$ cat src/rdpg_pkg.sv
// Purpose: constants and types for the rail discharge / power-good delay register bank
// Assumes: byte offsets as printed are register indices; APB byte address is four times index
// Notes: delay counts derived from the 100 MHz register clock
package rdpg_pkg;
  localparam int unsigned rdpg_clk_hz = 100_000_000;
  localparam logic [9:0] rdpg_idx_disch_a = 10'h040;
  localparam logic [9:0] rdpg_idx_disch_b = 10'h041;
  localparam logic [9:0] rdpg_idx_disch_c = 10'h042;
  localparam logic [9:0] rdpg_idx_pg_delay = 10'h043;
  localparam logic [9:0] rdpg_idx_shutdown = 10'h091;
  localparam logic [9:0] rdpg_idx_rail_stat = 10'h0f0;
  localparam int unsigned rdpg_num_rails = 11;
  localparam logic [2:0] rdpg_delay_mask = 3'h7;
  localparam logic [7:0] rdpg_disch_c_mask = 8'h3f;
  localparam int unsigned rdpg_force_shutdown_bit_bit = 0;
  localparam logic [1:0] rdpg_disch_none = 2'h0;
  localparam logic [1:0] rdpg_disch_100r = 2'h1;
  localparam logic [1:0] rdpg_disch_200r = 2'h2;
  localparam logic [1:0] rdpg_disch_500r = 2'h3;
  // delay times in microseconds, as printed
  localparam int unsigned rdpg_delay_us [8] = '{2500, 5000, 10000, 15000,
                                                20000, 50000, 75000, 100000};
  localparam int unsigned rdpg_cyc_per_us = rdpg_clk_hz / 1_000_000;
  localparam logic [23:0] rdpg_delay_cyc_max = 24'(100000 * rdpg_cyc_per_us);
  typedef enum logic [1:0] {rdpg_mode_pg, rdpg_mode_level, rdpg_mode_gpo} rdpg_out_mode_e;
  typedef enum logic [1:0] {rdpg_pg_idle, rdpg_pg_count, rdpg_pg_good} rdpg_pg_state_e;
  typedef struct packed {
    logic [7:0] disch_a;
    logic [7:0] disch_b;
    logic [7:0] disch_c;
    logic [2:0] pg_delay;
  } rdpg_otp_s;
  typedef struct packed {
    logic psel;
    logic penable;
    logic pwrite;
    logic [11:0] paddr;
    logic [31:0] pwdata;
  } rdpg_apb_req_s;
endpackage : rdpg_pkg

$ cat src/rdpg_regs.sv
// Purpose: discharge select, output three power-good delay and forced shutdown registers
// Assumes: apb slave, zero wait states; rail enable and in-range flags arrive synchronous
// Notes: discharge fields go to the analog selectors already zeroed for enabled rails
`timescale 1ns/10ps
module rdpg_regs (
  input wire logic i_mclk,
  input wire logic i_nrst,
  input wire logic i_psel,
  input wire logic i_penable,
  input wire logic i_pwrite,
  input wire logic [11:0] i_paddr,
  input wire logic [31:0] i_pwdata,
  input wire logic [3:0] i_pstrb,
  input wire rdpg_pkg::rdpg_otp_s i_otp,
  input wire logic [10:0] i_rail_enabled,
  input wire logic [10:0] i_rail_in_range,
  input wire logic [10:0] i_out3_group,
  input wire rdpg_pkg::rdpg_out_mode_e i_out3_mode,
  output logic [31:0] o_prdata,
  output logic o_pready,
  output logic o_pslverr,
  output logic [21:0] o_discharge_sel,
  output logic o_out3_power_good,
  output logic o_force_shutdown
);
  logic [7:0] disch_a;
  logic [7:0] disch_b;
  logic [7:0] disch_c;
  logic [2:0] pg_delay;
  logic force_shutdown_bit;
  logic otp_load;
  logic [23:0] pg_cnt;
  rdpg_pkg::rdpg_pg_state_e pg_state;
  rdpg_pkg::rdpg_pg_state_e next_pg_state;
  logic [21:0] raw_sel;
  logic [21:0] next_discharge_sel;
  logic [21:0] en_pair;
  wire logic [9:0] idx = i_paddr[11:2];
  wire logic setup = i_psel && !i_penable;
  wire logic access = i_psel && i_penable;
  wire logic wr = access && i_pwrite && i_pstrb[0];
  wire logic hit_a = idx == rdpg_pkg::rdpg_idx_disch_a;
  wire logic hit_b = idx == rdpg_pkg::rdpg_idx_disch_b;
  wire logic hit_c = idx == rdpg_pkg::rdpg_idx_disch_c;
  wire logic hit_d = idx == rdpg_pkg::rdpg_idx_pg_delay;
  wire logic hit_s = idx == rdpg_pkg::rdpg_idx_shutdown;
  wire logic hit_r = idx == rdpg_pkg::rdpg_idx_rail_stat;
  wire logic mapped = hit_a | hit_b | hit_c | hit_d | hit_s | hit_r;
  wire logic force_shutdown_bit_wr = wr && hit_s && i_pwdata[rdpg_pkg::rdpg_force_shutdown_bit_bit];
  wire logic [10:0] watched = i_out3_group & ~i_rail_in_range;
  wire logic group_ok = (i_out3_group != 11'h000) && (watched == 11'h000);
  wire logic pg_mode = i_out3_mode == rdpg_pkg::rdpg_mode_pg;
  wire logic [23:0] delay_cyc = 24'(rdpg_pkg::rdpg_delay_us[pg_delay] *
                                    rdpg_pkg::rdpg_cyc_per_us);
  wire logic [31:0] rd_mux =
    hit_a ? {24'h000000, disch_a} :
    hit_b ? {24'h000000, disch_b} :
    hit_c ? {24'h000000, disch_c & rdpg_pkg::rdpg_disch_c_mask} :
    hit_d ? {29'h00000000, pg_delay} :
    hit_s ? {31'h00000000, force_shutdown_bit} :
    hit_r ? {21'h000000, i_rail_enabled} : 32'h00000000;

  // rail order: a pairs are step-down 1..4, b step-down 5, 6, switch A1, linear 2
  assign raw_sel = {disch_c[5:0], disch_b, disch_a};
  generate
    for (genvar r = 0; r < rdpg_pkg::rdpg_num_rails; r++)
    begin : g_rail
      assign en_pair[2*r+1:2*r] = {2{i_rail_enabled[r]}};
      assign next_discharge_sel[2*r+1:2*r] =
        i_rail_enabled[r] ? rdpg_pkg::rdpg_disch_none : raw_sel[2*r+1:2*r];
    end
  endgenerate

  // shutdown resets the bank synchronously; otp values reloaded the cycle after
  always_ff @(posedge i_mclk or negedge i_nrst)
  begin
    if (!i_nrst)
      otp_load <= 1'b1;
    else
      otp_load <= force_shutdown_bit;
  end

  always_ff @(posedge i_mclk or negedge i_nrst)
  begin
    if (!i_nrst)
    begin
      disch_a <= 8'h00;
      disch_b <= 8'h00;
      disch_c <= 8'h00;
      pg_delay <= 3'h0;
    end
    else if (otp_load || force_shutdown_bit)
    begin
      disch_a <= i_otp.disch_a;
      disch_b <= i_otp.disch_b;
      disch_c <= i_otp.disch_c & rdpg_pkg::rdpg_disch_c_mask;
      pg_delay <= i_otp.pg_delay & rdpg_pkg::rdpg_delay_mask;
    end
    else if (wr)
    begin
      if (hit_a)
        disch_a <= i_pwdata[7:0];
      if (hit_b)
        disch_b <= i_pwdata[7:0];
      if (hit_c)
        disch_c <= i_pwdata[7:0] & rdpg_pkg::rdpg_disch_c_mask;
      if (hit_d)
        pg_delay <= i_pwdata[2:0];
    end
  end

  // self-clearing: held exactly one cycle, its set term is gated by its own inverse so it clears itself
  always_ff @(posedge i_mclk or negedge i_nrst)
  begin
    if (!i_nrst)
      force_shutdown_bit <= 1'b0;
    else
      force_shutdown_bit <= force_shutdown_bit_wr && !force_shutdown_bit;
  end

  always_comb
  begin
    next_pg_state = pg_state;
    unique case (pg_state)
      rdpg_pkg::rdpg_pg_idle:
        if (group_ok && pg_mode)
          next_pg_state = rdpg_pkg::rdpg_pg_count;
      rdpg_pkg::rdpg_pg_count:
        if (!group_ok || !pg_mode)
          next_pg_state = rdpg_pkg::rdpg_pg_idle;
        else if (pg_cnt + 24'h000001 >= delay_cyc)
          next_pg_state = rdpg_pkg::rdpg_pg_good;
      rdpg_pkg::rdpg_pg_good:
        if (!group_ok || !pg_mode)
          next_pg_state = rdpg_pkg::rdpg_pg_idle;
      default:
        next_pg_state = rdpg_pkg::rdpg_pg_idle;
    endcase
  end

  always_ff @(posedge i_mclk or negedge i_nrst)
  begin
    if (!i_nrst)
    begin
      pg_state <= rdpg_pkg::rdpg_pg_idle;
      pg_cnt <= 24'h000000;
    end
    else
    begin
      pg_state <= force_shutdown_bit ? rdpg_pkg::rdpg_pg_idle : next_pg_state;
      pg_cnt <= (pg_state == rdpg_pkg::rdpg_pg_count) ? pg_cnt + 24'h000001 : 24'h000000;
    end
  end

  always_ff @(posedge i_mclk or negedge i_nrst)
  begin
    if (!i_nrst)
    begin
      o_prdata <= 32'h00000000;
      o_pready <= 1'b0;
      o_pslverr <= 1'b0;
      o_discharge_sel <= 22'h000000;
      o_out3_power_good <= 1'b0;
      o_force_shutdown <= 1'b0;
    end
    else
    begin
      // ready raised in setup so access completes in its first cycle
      o_pready <= setup;
      o_pslverr <= setup && !mapped;
      o_prdata <= (setup && !i_pwrite) ? rd_mux : 32'h00000000;
      o_discharge_sel <= next_discharge_sel;
      o_out3_power_good <= next_pg_state == rdpg_pkg::rdpg_pg_good;
      o_force_shutdown <= force_shutdown_bit_wr && !force_shutdown_bit;
    end
  end

  property p_rail_zero;
    @(posedge i_mclk) disable iff (!i_nrst)
    i_rail_enabled[0] |=> o_discharge_sel[1:0] == 2'h0;
  endproperty
  a_rail_zero: assert property (p_rail_zero) else $error("enabled rail discharges");

  property p_force_shutdown_bit_clear;
    @(posedge i_mclk) disable iff (!i_nrst)
    force_shutdown_bit |=> !force_shutdown_bit;
  endproperty
  a_force_shutdown_bit_clear: assert property (p_force_shutdown_bit_clear) else $error("shutdown bit stuck");

  property p_force_shutdown_bit_pulse;
    @(posedge i_mclk) disable iff (!i_nrst)
    (force_shutdown_bit_wr && !force_shutdown_bit) |=> o_force_shutdown ##1 (otp_load && !o_force_shutdown);
  endproperty
  a_force_shutdown_bit_pulse: assert property (p_force_shutdown_bit_pulse) else $error("shutdown not acted");

  property p_c_top;
    @(posedge i_mclk) disable iff (!i_nrst)
    disch_c[7:6] == 2'h0;
  endproperty
  a_c_top: assert property (p_c_top) else $error("reserved bits set");

  property p_delay_read;
    @(posedge i_mclk) disable iff (!i_nrst)
    (setup && !i_pwrite && hit_d) |=> o_prdata[31:3] == 29'h0 && o_prdata[2:0] == $past(pg_delay);
  endproperty
  a_delay_read: assert property (p_delay_read) else $error("delay readback wrong");

  property p_sd_read;
    @(posedge i_mclk) disable iff (!i_nrst)
    (setup && !i_pwrite && hit_s) |=> o_prdata[31:1] == 31'h0;
  endproperty
  a_sd_read: assert property (p_sd_read) else $error("shutdown reserved bits");

  property p_mode_block;
    @(posedge i_mclk) disable iff (!i_nrst)
    !pg_mode |=> !o_out3_power_good;
  endproperty
  a_mode_block: assert property (p_mode_block) else $error("pg in other mode");

  property p_pg_cause;
    @(posedge i_mclk) disable iff (!i_nrst)
    $rose(o_out3_power_good) |-> $past(pg_state) == rdpg_pkg::rdpg_pg_count
      && $past(pg_cnt) + 24'h1 >= $past(delay_cyc);
  endproperty
  a_pg_cause: assert property (p_pg_cause) else $error("pg early");

  property p_delay0;
    @(posedge i_mclk) disable iff (!i_nrst)
    (pg_state == rdpg_pkg::rdpg_pg_count && pg_delay == 3'h0) |-> delay_cyc == 24'h03d090;
  endproperty
  a_delay0: assert property (p_delay0) else $error("delay code 0 wrong");

  property p_write_a;
    @(posedge i_mclk) disable iff (!i_nrst)
    (wr && hit_a && !force_shutdown_bit && !otp_load) |=> disch_a == $past(i_pwdata[7:0]);
  endproperty
  a_write_a: assert property (p_write_a) else $error("write 40h lost");

  property p_rail_all;
    @(posedge i_mclk) disable iff (!i_nrst)
    1'b1 |=> (o_discharge_sel & $past(en_pair)) == 22'h000000;
  endproperty
  a_rail_all: assert property (p_rail_all) else $error("active rail discharged");

  property p_sel_pass;
    @(posedge i_mclk) disable iff (!i_nrst)
    1'b1 |=> (o_discharge_sel | $past(en_pair)) == ($past(raw_sel) | $past(en_pair));
  endproperty
  a_sel_pass: assert property (p_sel_pass) else $error("code not passed");

  property p_write_b;
    @(posedge i_mclk) disable iff (!i_nrst)
    (wr && hit_b && !force_shutdown_bit && !otp_load) |=> disch_b == $past(i_pwdata[7:0]);
  endproperty
  a_write_b: assert property (p_write_b) else $error("write 41h lost");

  property p_write_c;
    @(posedge i_mclk) disable iff (!i_nrst)
    (wr && hit_c && !force_shutdown_bit && !otp_load) |=>
      disch_c == ($past(i_pwdata[7:0]) & rdpg_pkg::rdpg_disch_c_mask);
  endproperty
  a_write_c: assert property (p_write_c) else $error("write 42h lost");

  property p_write_d;
    @(posedge i_mclk) disable iff (!i_nrst)
    (wr && hit_d && !force_shutdown_bit && !otp_load) |=> pg_delay == $past(i_pwdata[2:0]);
  endproperty
  a_write_d: assert property (p_write_d) else $error("write 43h lost");

  property p_otp_ab;
    @(posedge i_mclk) disable iff (!i_nrst)
    otp_load |=> disch_a == $past(i_otp.disch_a) && disch_b == $past(i_otp.disch_b);
  endproperty
  a_otp_ab: assert property (p_otp_ab) else $error("factory load missed");

  property p_otp_cd;
    @(posedge i_mclk) disable iff (!i_nrst)
    otp_load |=> disch_c == ($past(i_otp.disch_c) & rdpg_pkg::rdpg_disch_c_mask)
      && pg_delay == $past(i_otp.pg_delay);
  endproperty
  a_otp_cd: assert property (p_otp_cd) else $error("factory load missed");

  property p_force_shutdown_bit_zero;
    @(posedge i_mclk) disable iff (!i_nrst)
    (wr && hit_s && !i_pwdata[rdpg_pkg::rdpg_force_shutdown_bit_bit]) |=> !o_force_shutdown;
  endproperty
  a_force_shutdown_bit_zero: assert property (p_force_shutdown_bit_zero) else $error("zero write acted");

  property p_force_shutdown_bit_idle;
    @(posedge i_mclk) disable iff (!i_nrst)
    force_shutdown_bit |=> pg_state == rdpg_pkg::rdpg_pg_idle;
  endproperty
  a_force_shutdown_bit_idle: assert property (p_force_shutdown_bit_idle) else $error("pg survives");

  property p_force_shutdown_bit_reload;
    @(posedge i_mclk) disable iff (!i_nrst)
    force_shutdown_bit |=> disch_a == $past(i_otp.disch_a) && disch_b == $past(i_otp.disch_b);
  endproperty
  a_force_shutdown_bit_reload: assert property (p_force_shutdown_bit_reload) else $error("bank not reset");

  property p_sd_zero_read;
    @(posedge i_mclk) disable iff (!i_nrst)
    (setup && !i_pwrite && hit_s && !force_shutdown_bit) |=> o_prdata == 32'h00000000;
  endproperty
  a_sd_zero_read: assert property (p_sd_zero_read) else $error("bit not cleared");

  property p_pg_rails;
    @(posedge i_mclk) disable iff (!i_nrst)
    !group_ok |=> !o_out3_power_good;
  endproperty
  a_pg_rails: assert property (p_pg_rails) else $error("pg before all rails");

  property p_pg_cnt_idle;
    @(posedge i_mclk) disable iff (!i_nrst)
    (pg_state != rdpg_pkg::rdpg_pg_count) |=> pg_cnt == 24'h000000;
  endproperty
  a_pg_cnt_idle: assert property (p_pg_cnt_idle) else $error("delay count stale");

  property p_pg_hold;
    @(posedge i_mclk) disable iff (!i_nrst)
    (pg_state == rdpg_pkg::rdpg_pg_good && group_ok && pg_mode) |=> o_out3_power_good;
  endproperty
  a_pg_hold: assert property (p_pg_hold) else $error("pg dropped");

  property p_delay7;
    @(posedge i_mclk) disable iff (!i_nrst)
    (pg_delay == 3'h7) |-> delay_cyc == 24'h989680;
  endproperty
  a_delay7: assert property (p_delay7) else $error("delay code 7 wrong");

  property p_c_read;
    @(posedge i_mclk) disable iff (!i_nrst)
    (setup && !i_pwrite && hit_c) |=> o_prdata[31:6] == 26'h0;
  endproperty
  a_c_read: assert property (p_c_read) else $error("42h top bits read");
endmodule : rdpg_regs

$ cat config.mk
export PLATFORM = sky130hd
export DESIGN_NAME = rdpg_regs
export DESIGN_NICKNAME = d
export VERILOG_FILES = /design/src/rdpg_pkg.sv /design/src/rdpg_regs.sv
export SDC_FILE = /design/constraint.sdc
export NUM_CORES = 1
export LEC_CHECK = 0
export BUFFER_PORTS_ARGS = -buffer_cell sky130_fd_sc_hd__buf_2
export CAP_MARGIN = 20
export CORE_ASPECT_RATIO = 0.75
export CORE_MARGIN = 8
export CORE_UTILIZATION = 25
export DETAILED_ROUTE_END_ITERATION = 8
export SYNTH_ARGS = -nofsm -noshare
export SYNTH_HDL_FRONTEND = slang
export SYNTH_SLANG_ARGS = --single-unit
$ cat constraint.sdc
create_clock -name i_mclk -period 16.25 [get_ports i_mclk]
set_input_delay 1.625 -clock i_mclk [delete_from_list [all_inputs] [get_ports i_mclk]]
set_output_delay 1.625 -clock i_mclk [all_outputs]
set_load 0.05 [all_outputs]
==> summary.md, run 1 <==
| Metric | Value |
|---|---|
| Status | `finished clean` |
| DR iter-0 viols | `approximately 380` |
| Routed metal-1 wirelength | `8871 µm` |
| Core area | `24030 µm²` |
| Endpoints failing setup | `0` |
| Final Skew | `between 0.01 and 0.015 ns` |
| Clock-pin transition on the worst setup and hold timing paths | `0.07 ns` |
| Total grt overflow | `0` |
| R2R setup slack | `9.97 ns` |
| Slew @ Worst Pin | `roughly 0.9 ns` |
| Area grow syn2layout | `19.06%` |
| First-pass GRT wire length | `27240 µm` |
| Peak supply drop | `a little over 0.05 mV` |
| Hold Vio Cnt, Final | `0` |
| Worst Setup SP | `pg_delay[1]` |
| Critical path class | `reg -> reg` |
| Setup_tns | `0 ns` |
| Post-DR vias/cell | `4.526` |
| Vias in the first global route | `between 4000 and 5000` |
| R2r startpoint | `pg_delay[1]` |
| Worst slew margin | `40.08%` |
| Worst path slowest cell | `dfrtp_1` |
| Vias after detailed routing | `a little under 5000` |
| Final Max Slew Viols | `0` |
| Post-Route Utilization | `30.44%` |
| Crit path top cell by count | `ha_1` |
| Routability cong. | `about 0.84` |
| Worst reg2reg path depth | `21` |
| TritonCTS Sinks | `89` |
| EDFF count, synth | `0` |
| Hold-fix buffers, CTS | `0` |
| ANT nets after route | `0` |
| Post-synthesis sequential element count | `89` |
| Cts repair resizes | `0` |
| Mapped Area | `6145 µm²` |
| MaxCap Viol Count | `0` |
| Fill count | `between 2000 and 3000` |
| Worst-path fanout max | `16` |
| Final net count | `around 950` |
| Yosys cell types | `69` |
| CTS tree | `built` |
| FF-to-FF End | `pg_state[0]` |
| Worst hold-check path type | `reg -> reg` |
| WP depth | `21` |
| Crit path capture | `pg_state[0]` |
| CTS max path bufs | `2` |
| Worst path required time | `16.49 ns` |
| Antenna violations before repair | `1` |
| Crit path DAT | `6.52 ns` |
| Site Rows | `49` |
| Startpoint Class | `flop` |
| Avg Inst Size Synth | `about 9.5 µm²` |
| Share of the synthesized area in the top cell type | `about 36%` |
| P_sw | `139.8 µW` |
| Worst path max stage delay | `0.69 ns` |
| CP top delay family | `compound AO/OA/AOI/OAI gates` |
| Initial Util | `25.57%` |
| Net Sw Frac | `between 20 and 30%` |
| Power share of the clock group | `43.9%` |
| Root buf cell | `clkbuf_16` |
| Share of cells above drive strength 1 | `21.12%` |
| Buf+Inv Stages, Crit Path | `3` |
| Post-synth top cells | `dfrtp_1, ha_1, nand2_1` |
| Number of port buffers | `120` |
| Wire per inst | `15.80 µm` |
| DP Wirelength | `14270 µm` |
| H-tree depth | `3` |
| Top layer in use | `met4` |
| Int Power | `348.5 µW` |
| Ports | `173` |
| Async SR Flop Fraction | `100.0%` |
| Reg power frac | `45.6%` |
| Critical path, cell by cell | `inv_1 > ha_1 > o21ai_0 > ha_1 > ha_1 > inv_1 > fa_1 > inv_1 > ha_1 > a211oi_1 > o211ai_1 > and4bb_1 > nor2_1 > o41ai_2 > xor2_1 > ha_1 > a21o_1 > a21oi_1 > o221ai_1 > nand2b_1 > a2111oi_2` |
| RSZ-0062 raised after global routing | `no` |
| Gr usage total | `11.42%` |
| Worst skew pair latency | `0.35 ns` |
| Die Ht | `151.8 µm` |
| Number of remaining DRC errors | `0` |
| Fin crit period | `6.277 ns` |
| Final period util | `38.63%` |
| Die width | `between 150 and 200 µm` |
| Pre-Repair DR Iteration Count | `7` |
| CTS Buf Count | `9` |
| Leading area contributor after synthesis | `dfrtp_1` |
| Seq/Total Area, Yosys | `a little over a third` |
| Antenna fix cells | `0` |
| Largest cells by area after synthesis | `dfrtp_1, ha_1, a21oi_1` |
| Logic gate share of total power | `a little over a tenth` |
| CP Capture Type | `flop` |
| Leakage Power | `0.003833 µW` |
| Die area | `29900 µm²` |
| Yosys Warn Count | `0` |
| Post-Syn Instances | `648` |
| Main synth FF type | `dfrtp_1` |
| Final wirelength | `17340 µm` |
| Fmax | `0.1593 GHz` |
| Met3 WL | `1170 µm` |
| Pwr per Cell Area | `66.75 nW/µm²` |
| Setup bufs post-CTS | `0` |
| Met2 wire length | `7195 µm` |
| Most frequent cell after synthesis | `dfrtp_1` |
| Largest net degree at the start of global routing | `61` |
==> area by class of cell <==
type | count | area, µm² | area share, %
Clock inverter | 7 | 86.33 | 1.180
Tap cell | 331 | 414.1 | 5.661
Clock buffer | 9 | 225.2 | 3.079
Inverter | 54 | 202.7 | 2.771
Multi-Input combinational cell | 487 | 3548 | 48.50
Sequential cell | 89 | 2228 | 30.46
Timing Repair Buffer | 121 | 610.6 | 8.346
==> cell families (layout without fill, tap and decap cells) <==
kind of cell               after synthesis  count (layout)  share of synthesized area [%]
and+or+nand+nor                        219             219                          20.18
DFF                                     89              89                          36.27
xor gates and xnor gates                37              37                          5.518
muxes                                   14              14                          2.281
other                                    1              22                        0.06103
AOI/OAI and AO/OA                      124             124                          13.24
adders and majority gates               71              71                          15.19
buffers and inverters                   93             191                          7.269
==> metrics by stage <==
step                      setup WS (ns)  instance area (µm²)  hold slack, ns  instances  power, µW
after floorplan                   11.10                 6223          0.4367        669      260.3
after global placement            10.21                 7004          0.4462       1082      277.7
after detailed placement          10.09                 7004          0.4634       1082      278.2
after CTS                         10.06                 7316          0.4744       1098      496.4
after global routing              9.540                 7316          0.5049       1098      509.2
final                             9.973                 7316          0.4690       1098      488.3
==> metal layers <==
metal / vias to the layer above / GRT usage (%)
li1: 2419 / -
met4: 0 / 1.951
met5: - / 0
met3: 9 / 2.781
met1: 2392 / 17.63
met2: 150 / 15.72
==> sequential cells by signal, summed over array words and instances, names as in the netlist <==
| name | flops |
|---|---|
| o_discharge_sel | 22 |
| o_pready | 1 |
| disch_b | 8 |
| otp_load | 1 |
| o_force_shutdown | 1 |
| pg_state | 2 |
| disch_c | 6 |
| pg_delay | 3 |
| o_prdata | 11 |
| o_pslverr | 1 |
| pg_cnt | 24 |
| disch_a | 8 |
| o_out3_power_good | 1 |
==> cells in the final DEF, fill, tap and decap left out, types with 7 or more instances in the layout <==
| cell type | netlist | final |
|---|---|---|
| buf_2 | 6 | 119 |
| dfrtp_1 | 88 | 88 |
| ha_1 | 65 | 65 |
| nand2_1 | 55 | 55 |
| inv_1 | 54 | 54 |
| a21oi_1 | 43 | 43 |
| nor2_1 | 36 | 36 |
| and2_1 | 32 | 32 |
| nor2b_1 | 26 | 26 |
| xnor2_1 | 23 | 23 |
| conb_1 | 1 | 22 |
| o21ai_0 | 20 | 20 |
| nand3_1 | 15 | 15 |
| mux2i_1 | 14 | 14 |
| xor2_1 | 12 | 12 |
| o21ai_1 | 10 | 10 |
| clkbuf_16 | 0 | 9 |
| nand2b_1 | 7 | 7 |
==> worst reg2reg max path: cells and delay by family, from the launching register on <==
| kind | cells | cell delay [ns] |
|---|---|---|
| DFF | 1 | 0.69 |
| buffers and inverters | 3 | 0.33 |
| adders and majority gates | 6 | 2.05 |
| AOI/OAI and AO/OA | 8 | 2.25 |
| and+or+nand+nor | 3 | 0.67 |
| xor gates and xnor gates | 1 | 0.18 |
==> power by group through the flow <==
stage               sequential (µW)  clock, µW  combinational (µW)
floorplan                       229          0                31.8
global placement                227          0                50.3
detailed placement              227          0                50.9
CTS                             223        222                51.1
global route                    223        230                56.5
finish                          223        214                50.9
==> how the worst min path moves through the flow <==
stage	to	cells after the start	slack, ns	start
6_report	pg_state[0]	1	0.47	pg_state[1]
5_1_grt	pg_state[0]	1	0.50	pg_state[1]
4_1_cts	pg_state[0]	1	0.47	pg_state[1]
3_5_place_dp	pg_state[0]	1	0.46	pg_state[1]
3_3_place_gp	pg_state[0]	1	0.45	pg_state[1]
2_1_floorplan	pg_state[0]	1	0.44	pg_state[1]
Power figures use the tool's default switching activity.
==> run 2: changes to the inputs <==
Clock period 16.25 ns to 6.3 ns, I/O delays scaled along.
==> summary.md, run 2 (same netlist as run 1, synthesis figures left out) <==
| Metric | Value |
|---|---|
| Status | `finished clean` |
| Antenna violations before repair | `1 (unchanged)` |
| Fmax | `0.1764 GHz (+11%)` |
| Peak supply drop | `0.1187 mV (+130%)` |
| Worst slew margin | `37.93% (-2.2 points)` |
| Biggest register | `pg_cnt` |
| Vias after detailed routing | `5006 (+0.72%)` |
| Power, Total | `1263 µW (+160%)` |
| Hold Vio Cnt, Final | `0 (unchanged)` |
| Slew @ Worst Pin | `0.9311 ns (+0.03231 ns)` |
| Post-DR vias/cell | `4.539 (+0.27%)` |
| RSZ-0062 raised after global routing | `no` |
| Area after DPL | `7042 µm² (+0.54%)` |
| Worst-path fanout max | `12 (-4)` |
| Total grt overflow | `0 (unchanged)` |
| H-tree depth | `3 (unchanged)` |
| Die Ht | `151.8 µm (unchanged)` |
| Endpoints failing setup | `0 (unchanged)` |
| Commonest cells after routing, fill and taps aside | `buf_2, dfrtp_1, ha_1` |
| Commonest non-fill, non-tap cell in the layout | `buf_2` |
| Max reg flops | `24 (unchanged)` |
| Wire per inst | `15.83 µm (+0.24%)` |
| Initial Util | `25.57% (unchanged)` |
| Leakage Power | `0.003859 µW (+0.68%)` |
| Fin crit period | `5.670 ns (-0.6068 ns)` |
| Dpl cells | `1087 (+0.46%)` |
| CP Capture Type | `flop` |
| Die area | `29900 µm² (unchanged)` |
| Root buf cell | `clkbuf_16` |
| MaxCap Viol Count | `0 (unchanged)` |
| Final period util | `90.00% (+51 points)` |
| Biggest regs | `pg_cnt (24), o_discharge_sel (22), o_prdata (11)` |
| Hold-fix buffers, CTS | `0 (unchanged)` |
| Final Skew | `0.01173 ns (+0.001624 ns)` |
| Site Rows | `49 (unchanged)` |
| Number of port buffers | `120 (unchanged)` |
| Final instance area | `7353 µm² (+0.51%)` |
| DR iter-0 viols | `408 (+8.5%)` |
| Setup_tns | `0 ns (unchanged)` |
| Core area | `24030 µm² (unchanged)` |
| Critical path class | `reg -> reg` |
| Share of cells above drive strength 1 | `21.63% (+0.51 points)` |
| Cts repair resizes | `0 (unchanged)` |
| CTS Buf Count | `9 (unchanged)` |
| Setup bufs post-CTS | `0 (unchanged)` |
| ANT nets after route | `0 (unchanged)` |
| Worst skew pair latency | `0.36 ns (about the same)` |
| TritonCTS Sinks | `89 (unchanged)` |
| Pre-Repair DR Iteration Count | `5 (-2)` |
| Non-filler cells, final | `1103 (+0.46%)` |
| Routability cong. | `0.8300 (-1.4%)` |
| Die width | `197.0 µm (unchanged)` |
| Final wirelength | `17460 µm (+0.69%)` |
| Ports | `173 (unchanged)` |
| Number of remaining DRC errors | `0 (unchanged)` |
| Area grow syn2layout | `19.67%` |
| Antenna fix cells | `0 (unchanged)` |
| Largest net degree at the start of global routing | `55 (-9.8%)` |
| Worst hold-check path type | `in -> async` |
| First-pass GRT wire length | `26540 µm (-2.6%)` |
| CTS tree | `built` |
| Final Max Slew Viols | `0 (unchanged)` |
| Startpoint Class | `flop` |
| CTS max path bufs | `2 (unchanged)` |
| Pwr per Cell Area | `171.8 nW/µm² (+160%)` |
| Clock-pin transition on the worst setup and hold timing paths | `0.08 ns (about the same)` |
| Crit path DAT | `5.93 ns (-0.59 ns)` |
| DP Wirelength | `14230 µm (-0.32%)` |
| Vias in the first global route | `4836 (-2.9%)` |
| Final net count | `953 (+0.53%)` |
| Fill count | `2612 (+0.31%)` |
| Gr usage total | `11.26% (-0.16 points)` |
| Worst path required time | `6.56 ns (-9.93 ns)` |
==> run 2: cell types whose count changed in the layout (fill, tap and decap cells not counted) <==
cell,delta
buf_4,+5
==> run 2: worst paths after layout <==
kind	from	end	slack, ns	cells past startpoint
setup / recovery	pg_delay[0]	pg_state[0]	0.63	21
hold / removal	i_nrst	o_discharge_sel[21]	0.24	1
setup reg to reg	pg_delay[0]	pg_state[0]	0.63	21
hold reg to reg	pg_state[1]	pg_state[0]	0.47	1
max in group asynchronous	i_nrst	o_out3_power_good	4.99	2
min in group i_mclk	i_rail_enabled[7]	o_discharge_sel[14]	0.45	2
==> run 2: per-stage QoR <==
step	util, %	setup WS, ns	hold slack (ns)
floorplan	-	1.152	0.3344
global placement	29.30	0.8108	0.4458
detailed placement	29.30	0.7334	0.4576
CTS	30.60	0.7011	0.2595
global route	30.60	0.3406	0.2799
finish	30.60	0.6301	0.2360
==> run 2: where the power goes <==
part	switching [µW]	internal (µW)	total [µW]
Combinational	88.8	43.1	132
Clock	274	283	557
Sequential	1.71	573	575
Total	364	899	1260
==> run 2: cell type report <==
type,instances,area (µm²),area share (%)
repair buffers,126,648.1,8.814
multi-input cells,487,3548,48.26
clock inverters,7,86.33,1.174
inverters,54,202.7,2.757
clock buffers,9,225.2,3.063
well taps,331,414.1,5.632
flip-flops and latches,89,2228,30.30
==> run 2: critical path, cell delays in order, from the launching register on <==
cell       delay (ns)
dfrtp_1          0.38
buf_4            0.18
ha_1             0.24
o21ai_0          0.39
ha_1             0.32
ha_1             0.27
inv_1            0.05
fa_1             0.50
inv_1            0.05
ha_1             0.36
a211oi_1         0.34
o211ai_1         0.16
and4bb_1         0.31
nor2_1           0.07
o41ai_2          0.23
xor2_1           0.19
ha_1             0.26
a21o_1           0.17
a21oi_1          0.17
o221ai_1         0.30
nand2b_1         0.26
a2111oi_2        0.35
==> run 2: metal layers <==
layer / track usage (%) / part of all wire [%]
met5: 0 / 0
met1: 17.39 / 51
met2: 15.56 / 41
met4: 2.402 / 0.84
met3: 2.362 / 6.5
